## config.mk

```make
export PLATFORM = sky130hd
export DESIGN_NAME = port_config_word_loader
export DESIGN_NICKNAME = d
export VERILOG_FILES = /design/src/hdl/port_cfg_pkg.sv /design/src/hdl/word_fifo.sv /design/src/hdl/port_config_word_loader.sv
export SDC_FILE = /design/constraint.sdc
export NUM_CORES = 1
export LEC_CHECK = 0
export BUFFER_PORTS_ARGS = -buffer_cell sky130_fd_sc_hd__buf_2
export CAP_MARGIN = 25
export CORE_MARGIN = 4
export CORE_UTILIZATION = 40
export DETAILED_ROUTE_END_ITERATION = 6
export GPL_TIMING_DRIVEN = 0
export PLACE_DENSITY = 0.68
export SYNTH_ARGS = -nofsm -noshare
export SYNTH_HDL_FRONTEND = slang
export SYNTH_SLANG_ARGS = --single-unit
```

## constraint.sdc

```tcl
create_clock -name clk -period 3.7 [get_ports clk]
set_clock_uncertainty 0.15 [all_clocks]
set_input_delay 0.185 -clock clk [delete_from_list [all_inputs] [get_ports clk]]
set_output_delay 0.185 -clock clk [all_outputs]
set_load 0.02 [all_outputs]
```

## src/hdl/port_cfg_pkg.sv

```systemverilog
// shared constants and carriers for the per-port configuration word loader
// assumes a 16-bit word reader upstream and per-port config registers downstream
package port_cfg_pkg;

    // ---------------------------------------------------------------
    // word addresses in the nonvolatile image
    // ---------------------------------------------------------------
    localparam logic [7:0] ADDR_PORT2 = 8'h64;
    localparam logic [7:0] ADDR_PORT3 = 8'h66;
    localparam logic [7:0] ADDR_PORT4 = 8'h68;
    localparam int         NUM_PORTS  = 3;
    localparam logic [1:0] IDX_PORT2  = 2'h0;
    localparam logic [1:0] IDX_PORT3  = 2'h1;
    localparam logic [1:0] IDX_PORT4  = 2'h2;

    // ---------------------------------------------------------------
    // field positions inside the word
    // ---------------------------------------------------------------
    localparam int W_SLOT    = 0;
    localparam int W_CLK     = 1;
    localparam int W_DSI     = 2;
    localparam int W_LPC     = 3;
    localparam int W_PNUM_LO = 4;
    localparam int W_PNUM_HI = 6;
    localparam int W_TC_LO   = 9;
    localparam int W_TC_HI   = 15;

    // ---------------------------------------------------------------
    // target register offsets and bit positions
    // ---------------------------------------------------------------
    localparam logic [11:0] OFS_SLOT = 12'h0c0;
    localparam logic [11:0] OFS_CLK  = 12'h0d0;
    localparam logic [11:0] OFS_DSI  = 12'h040;
    localparam logic [11:0] OFS_LPC  = 12'h144;
    localparam logic [11:0] OFS_PNUM = 12'h0cc;
    localparam logic [11:0] OFS_TC   = 12'h154;
    localparam int R_SLOT    = 24;
    localparam int R_CLK     = 28;
    localparam int R_DSI     = 21;
    localparam int R_LPC     = 4;
    localparam int R_PNUM_LO = 24;
    localparam int R_PNUM_HI = 26;
    localparam int R_TC_LO   = 1;
    localparam int R_TC_HI   = 7;

    // ---------------------------------------------------------------
    // reset values of the loaded fields
    // ---------------------------------------------------------------
    localparam logic       RST_BIT  = 1'b0;
    localparam logic [2:0] RST_PNUM = 3'h0;
    localparam logic [6:0] RST_TC   = 7'h00;
    localparam int         FIFO_DEPTH = 4;

    // one word as it arrives from the reader
    typedef struct packed {
        logic [7:0]  addr;
        logic [15:0] data;
    } nv_word_t;

    // unpacked per-port fields
    typedef struct packed {
        logic       slot_impl;
        logic       slot_clk_cfg;
        logic       dsi_req;
        logic       low_priority_channel_group;
        logic [2:0] port_num;
        logic [6:0] tc_vc0_map;
    } port_fields_t;

endpackage : port_cfg_pkg

```

## src/hdl/word_fifo.sv

```systemverilog
// small synchronous fifo with valid/ready on both sides
// assumes one clock, synchronous reset and a common clock enable
`timescale 1ns/1ps
module word_fifo #(
    parameter int WIDTH = 24,
    parameter int DEPTH = 4
) (
    input  wire logic             clk,
    input  wire logic             srst,
    input  wire logic             ce,
    input  wire logic [WIDTH-1:0] in_data,
    input  wire logic             in_valid,
    output logic                  in_ready,
    output logic [WIDTH-1:0]      out_data,
    output logic                  out_valid,
    input  wire logic             out_ready
);
    localparam int AW = (DEPTH > 1) ? $clog2(DEPTH) : 1;

    initial
    begin
        if (DEPTH < 2 || (DEPTH & (DEPTH - 1)) != 0)
            $error("word_fifo depth must be a power of two, at least 2");
    end

    logic [WIDTH-1:0] mem [DEPTH];
    logic [AW-1:0]    wr_reg;
    logic [AW-1:0]    rd_reg;
    logic [AW:0]      cnt_reg;
    logic             push;
    logic             pop;

    // honest flags straight from the occupancy count
    assign in_ready  = (cnt_reg != (AW+1)'(DEPTH));
    assign out_valid = (cnt_reg != '0);
    assign push      = ce && in_valid && in_ready;
    assign pop       = ce && out_valid && out_ready;
    assign out_data  = mem[rd_reg];

    // storage, no reset needed on the data array
    always_ff @(posedge clk)
    begin
        if (push)
            mem[wr_reg] <= in_data;
    end

    // pointers and count
    always_ff @(posedge clk)
    begin
        if (srst)
        begin
            wr_reg  <= '0;
            rd_reg  <= '0;
            cnt_reg <= '0;
        end
        else
        begin
            if (push)
                wr_reg <= wr_reg + AW'(1);
            if (pop)
                rd_reg <= rd_reg + AW'(1);
            if (push && !pop)
                cnt_reg <= cnt_reg + (AW+1)'(1);
            else if (pop && !push)
                cnt_reg <= cnt_reg - (AW+1)'(1);
        end
    end
endmodule : word_fifo

```

## src/hdl/port_config_word_loader.sv

```systemverilog
// unpacks per-port configuration words for ports 2 to 4 into config bits
// assumes the nonvolatile reader hands words with their address, valid/ready,
// and that the switch core waits for load_done before host config access
`timescale 1ns/1ps

// How it works
// - bit 0 of the port word lands in bit 24 of that port's C0h register as slot implemented.
// - bit 1 lands in bit 28 of the port's D0h register as the connector clock selection.
// - bit 2 lands in bit 21 of the port's 40h register as device-specific init required.
// - bit 3 lands in bit 4 of the port's 144h register, putting VC1 in the low-priority group.
// - bits 6 to 4 land in bits 26 to 24 of the port's CCh register as the logical port number.
// - bits 15 to 9 land in bits 7 to 1 of the port's 154h register as the TC-to-VC0 map.
// - port 2 takes its word from address 64h with the same layout, ports 3 and 4 from 66h and 68h.
module port_config_word_loader #(
    parameter int DEPTH = port_cfg_pkg::FIFO_DEPTH
) (
    input  wire logic                        clk,
    input  wire logic                        srst,
    input  wire logic                        ce,
    input  wire port_cfg_pkg::nv_word_t      nv_word,
    input  wire logic                        nv_valid,
    output logic                             nv_ready,
    input  wire logic                        load_end,
    output logic                             load_done,
    output logic                             host_access_en,
    output port_cfg_pkg::port_fields_t       port2_fields,
    output port_cfg_pkg::port_fields_t       port3_fields,
    output port_cfg_pkg::port_fields_t       port4_fields,
    output logic [31:0]                      port2_c0,
    output logic [31:0]                      port3_c0,
    output logic [31:0]                      port4_c0
);
    localparam int WW = $bits(port_cfg_pkg::nv_word_t);

    initial
    begin
        if (DEPTH < 2)
            $error("loader fifo depth must be at least 2");
    end

    // ---------------------------------------------------------------
    // loader sequence
    // ---------------------------------------------------------------
    typedef enum logic [1:0] {ST_LOAD, ST_DRAIN, ST_DONE} ld_state_t;

    ld_state_t                  state_reg;
    ld_state_t                  state_next;
    port_cfg_pkg::nv_word_t     q_word;
    logic                       q_valid;
    logic                       q_ready;
    logic                       fifo_in_ready;
    logic                       take;
    logic [1:0]                 port_idx;
    logic                       port_hit;
    port_cfg_pkg::port_fields_t dec;
    port_cfg_pkg::port_fields_t fields_reg [port_cfg_pkg::NUM_PORTS];

    // incoming words are buffered; once loading is over, further words are refused
    assign nv_ready = fifo_in_ready && (state_reg == ST_LOAD);

    word_fifo #(
        .WIDTH (WW),
        .DEPTH (DEPTH)
    ) u_fifo (
        .clk       (clk),
        .srst      (srst),
        .ce        (ce),
        .in_data   (nv_word),
        .in_valid  (nv_valid && (state_reg == ST_LOAD)),
        .in_ready  (fifo_in_ready),
        .out_data  (q_word),
        .out_valid (q_valid),
        .out_ready (q_ready)
    );

    // the drain side never stalls: one word applied per enabled cycle
    assign q_ready = (state_reg != ST_DONE);
    assign take    = ce && q_valid && q_ready;

    // address decode of the three port words
    always_comb
    begin
        port_hit = 1'b1;
        port_idx = port_cfg_pkg::IDX_PORT2;
        case (q_word.addr)
            port_cfg_pkg::ADDR_PORT2: port_idx = port_cfg_pkg::IDX_PORT2;
            port_cfg_pkg::ADDR_PORT3: port_idx = port_cfg_pkg::IDX_PORT3;
            port_cfg_pkg::ADDR_PORT4: port_idx = port_cfg_pkg::IDX_PORT4;
            default:                  port_hit = 1'b0;
        endcase
    end

    // field extraction, identical layout for every port
    always_comb
    begin
        dec.slot_impl                  = q_word.data[port_cfg_pkg::W_SLOT];
        dec.slot_clk_cfg               = q_word.data[port_cfg_pkg::W_CLK];
        dec.dsi_req                    = q_word.data[port_cfg_pkg::W_DSI];
        dec.low_priority_channel_group = q_word.data[port_cfg_pkg::W_LPC];
        dec.port_num   = q_word.data[port_cfg_pkg::W_PNUM_HI:port_cfg_pkg::W_PNUM_LO];
        dec.tc_vc0_map = q_word.data[port_cfg_pkg::W_TC_HI:port_cfg_pkg::W_TC_LO];
    end

    // sequence: load until the reader says it is finished and the fifo is empty
    always_comb
    begin
        state_next = state_reg;
        case (state_reg)
            ST_LOAD:
            begin
                if (load_end)
                    state_next = ST_DRAIN;
            end
            ST_DRAIN:
            begin
                if (!q_valid)
                    state_next = ST_DONE;
            end
            ST_DONE:
                state_next = ST_DONE;
            default:
                state_next = ST_LOAD;
        endcase
    end

    // state register
    always_ff @(posedge clk)
    begin
        if (srst)
            state_reg <= ST_LOAD;
        else if (ce)
            state_reg <= state_next;
    end

    // host access opens only after every buffered word is applied
    always_ff @(posedge clk)
    begin
        if (srst)
        begin
            load_done      <= 1'b0;
            host_access_en <= 1'b0;
        end
        else if (ce && state_reg == ST_DONE)
        begin
            load_done      <= 1'b1;
            host_access_en <= 1'b1;
        end
    end

    // ---------------------------------------------------------------
    // per-port field storage
    // ---------------------------------------------------------------
    // unknown addresses are dropped; the other words belong to other loaders
    always_ff @(posedge clk)
    begin
        if (srst)
        begin
            for (int i = 0; i < port_cfg_pkg::NUM_PORTS; i++)
            begin
                fields_reg[i].slot_impl                  <= port_cfg_pkg::RST_BIT;
                fields_reg[i].slot_clk_cfg               <= port_cfg_pkg::RST_BIT;
                fields_reg[i].dsi_req                    <= port_cfg_pkg::RST_BIT;
                fields_reg[i].low_priority_channel_group <= port_cfg_pkg::RST_BIT;
                fields_reg[i].port_num                   <= port_cfg_pkg::RST_PNUM;
                fields_reg[i].tc_vc0_map                 <= port_cfg_pkg::RST_TC;
            end
        end
        else if (take && port_hit)
            fields_reg[port_idx] <= dec;
    end

    assign port2_fields = fields_reg[port_cfg_pkg::IDX_PORT2];
    assign port3_fields = fields_reg[port_cfg_pkg::IDX_PORT3];
    assign port4_fields = fields_reg[port_cfg_pkg::IDX_PORT4];

    // ---------------------------------------------------------------
    // C0h view: only bit 24 is loaded, the rest stay at reset value zero
    // ---------------------------------------------------------------
    always_comb
    begin
        port2_c0 = '0;
        port3_c0 = '0;
        port4_c0 = '0;
        port2_c0[port_cfg_pkg::R_SLOT] = port2_fields.slot_impl;
        port3_c0[port_cfg_pkg::R_SLOT] = port3_fields.slot_impl;
        port4_c0[port_cfg_pkg::R_SLOT] = port4_fields.slot_impl;
    end
endmodule : port_config_word_loader

```

==> impl_metrics.csv <==
group,metric,value,unit
routing,routed_wl,12400,um
setup_path,max_stage_delay,700,ps
yosys,yosysWarnings,0,
sta,hold_viol,0,
global_routing,track_usage,14.1,%
floorplan,die_area,17800,um2
pwr,ir_drop,300,uV
place,pre_cts_ws,705,ps
clock_network,tritoncts,"yes",
global_routing,grt_pass1_wl,19500,um
place,gp_congestion,0.766,
clock_network,cts_buffers,17,
yosys,netlist_top_cells_area,"edfxtp_1 62%, buf_4 12%, dfxtp_1 3.8%, mux2i_1 2.7%, nor3_1 2.7%",
global_routing,antenna_found_initial,0,
clock_network,clock-sinks,142,
sta,fin_setup_tns,0,ps
yosys,synth_top_area_share,62.0,%
place,hpwl,9510,um
yosys,ys_seq_area_share,65.8,%
yosys,syn_avg_cell_area,14.4,um2
global_routing,grt_pass1_vias,3646,
worst_hold_path,hold_class,"in2reg",
job,max_cap_viol_count,0,
setup_path,crit_type,"reg2reg",
sta,rsz0062_at_grt,"false",
routing,drt_first_pass_iters,7,
clock_network,clk_pin_slew,60,ps
sta,period_share,80.0,%
floorplan,ioPinCount,170,
sta,finalMaxSlewViolations,0,
place,port_buffers,73,
clock_network,htree_levels,4,
yosys,synth_cell_types,38,
routing,drt-wirelength-per-cell,14.2,um
setup_path,cp.buffers_inverters,3,
yosys,ys_seq_elements,142,
finish,nNetsFinal,690,
pwr,total_power,4.45,mW
setup_path,cp.arrival,3150,ps
status,status,"finished clean",
routing,dr_wl_met2,6110,um
routing,dr.max_layer_used,"met4",
sta,fmax,338,MHz
finish,layoutNonFillerInstCount,875,
clock_network,post_cts_buffers,0,
yosys,yosysMostFrequentCell,"edfxtp_1",
finish,antennaDiodeCount,0,
routing,first_iter_violations,206,
floorplan,num_rows,45,
routing,route.met3.wl,1080,um
routing,ant_nets,0,
finish,final_util,53.6,%
routing,wl_met1,5050,um
floorplan,coreArea,15300,um2
finish,largest_reg_flops,88,
yosys,postSynth.asyncResetShare,0,%
setup_path,path_delay_family,"adder cells",
yosys,netlist_instances,437,
global_routing,overflow,0,
routing,avgViaCountPerCell,4.21,
yosys,netlist_area,6300,um2
place,place_area,7390,um2
finish,syn_to_final_growth,30.3,%
global_routing,grt_max_degree,17,
routing,drc_errors,0,
sta,min_period,2960,ps
floorplan,start_util,41.1,%
sta,slew_headroom,40.5,%
setup_path,end_kind,"flop",
floorplan,dieWidth,133,um
yosys,synthFlopType,"edfxtp_1",
clock_network,cts.root.buffer_cell,"clkbuf_16",
sta,fin_hold_ws,24.9,ps
finish,design_area,8210,um2
setup_path,worst_path_max_delay_cell,"a211oi_1",
clock_network,clock_latency,410,ps
setup_path,critPathRequiredTime,3890,ps
sta,fin_ws,740,ps
setup_path,crit_top_cell,"inv_1",
setup_path,crit_fanout,7,
place,dp_cells,820,
sta,finalSetupViolations,0,
floorplan,fp.dieH,133,um
pwr,power.leakage,3.35,nW
finish,drive_gt1_share,37.0,%
yosys,ys_top_cells_by_count,"130 x edfxtp_1, 97 x buf_4, 34 x nor3_1",
yosys,synth_top_area_cell,"edfxtp_1",
routing,vias,3687,
setup_path,cp_cell_sequence,"inv_1 -> ha_1 -> inv_1 -> a211oi_1 -> ha_1 -> inv_1 -> fa_1 -> xor2_1 -> or3_1 -> a21oi_1",
pwr,p_per_area,542,nW/um2
setup_path,critPathLaunchType,"flop",
clock_network,cts_buffer_depth,2,
sta,worst_slew_pin_slew,886,ps
yosys,synth_edf_count,130,
cells by family after synthesis:
group / after synthesis / share of synthesized area, %
buf+inv: 122 / 13.6
fa+ha+maj: 10 / 2.11
simple gates: 92 / 8.17
xor+xnor: 5 / 0.696
flops: 142 / 65.8
mux: 35 / 6.81
other cells: 1 / 0.0595
compound gates: 30 / 2.80
placed cells by master, fill, tap and decap left out, types with 4 or more instances in the layout:
cell type / count
buf_4: 100
nor2_1: 26
dlygate4sd3_1: 23
mux2i_1: 17
nand2b_1: 4
o21bai_1: 6
mux2_2: 13
inv_1: 7
conb_1: 93
a21oi_1: 17
nand2_1: 4
clkbuf_1: 7
mux4_2: 5
and2_1: 4
clkbuf_16: 17
dfxtp_1: 12
nor3_1: 34
inv_6: 6
buf_2: 80
nor3_2: 10
edfxtp_1: 130
ha_1: 9
where the power goes:
| part | internal [mW] | switching, mW |
|---|---|---|
| clock network | 1.00 | 0.657 |
| logic | 0.332 | 0.576 |
| registers | 1.84 | 0.0427 |
final timing paths:
check / cells past startpoint / endpoint / slack [ps] / start
hold / removal: 2 / u_fifo.cnt_reg[2]$_SDFFE_PP0P_ / 20 / srst
hold reg to reg: 2 / host_access_en$_SDFFE_PP0P_ / 360 / host_access_en$_SDFFE_PP0P_
setup reg to reg: 10 / u_fifo.cnt_reg[2]$_SDFFE_PP0P_ / 740 / state_reg[1]$_SDFFE_PP0P_
setup / recovery: 10 / u_fifo.cnt_reg[2]$_SDFFE_PP0P_ / 740 / state_reg[1]$_SDFFE_PP0P_
layer usage:
metal,track usage [%],vias to the layer above
li1,-,1816
met1,16.6,1705
met2,24.0,155
met3,5.36,11
met4,4.80,0
met5,0,-
worst reg2reg max path: cells and delay by family (launching register included):
kind                     cells  cell delay, ps
adder cells (fa/ha/maj)      3             860
flip-flops                   1             320
XOR/XNOR                     1             170
AND/OR/NAND/NOR              1             320
buffers and inverters        3             240
AO/OA/AOI/OAI                2             840
what timing repair did:
| action | CTS | global route |
|---|---|---|
| hold buffers | 23 | 0 |
| hold endpoints to repair | 89 | 0 |
| gates resized for setup | 0 | 0 |
final cells by class:
cell class / instances / area (um2)
repair buffers: 103 / 716
clock inverters: 15 / 159
well taps: 211 / 264
inverters: 7 / 26.3
clock buffers: 17 / 425
multi-input cells: 265 / 1650
fillers: 1281 / 7110
flip-flops and latches: 142 / 4140
plain buffers: 115 / 827
(Power assumes the default switching activity.)
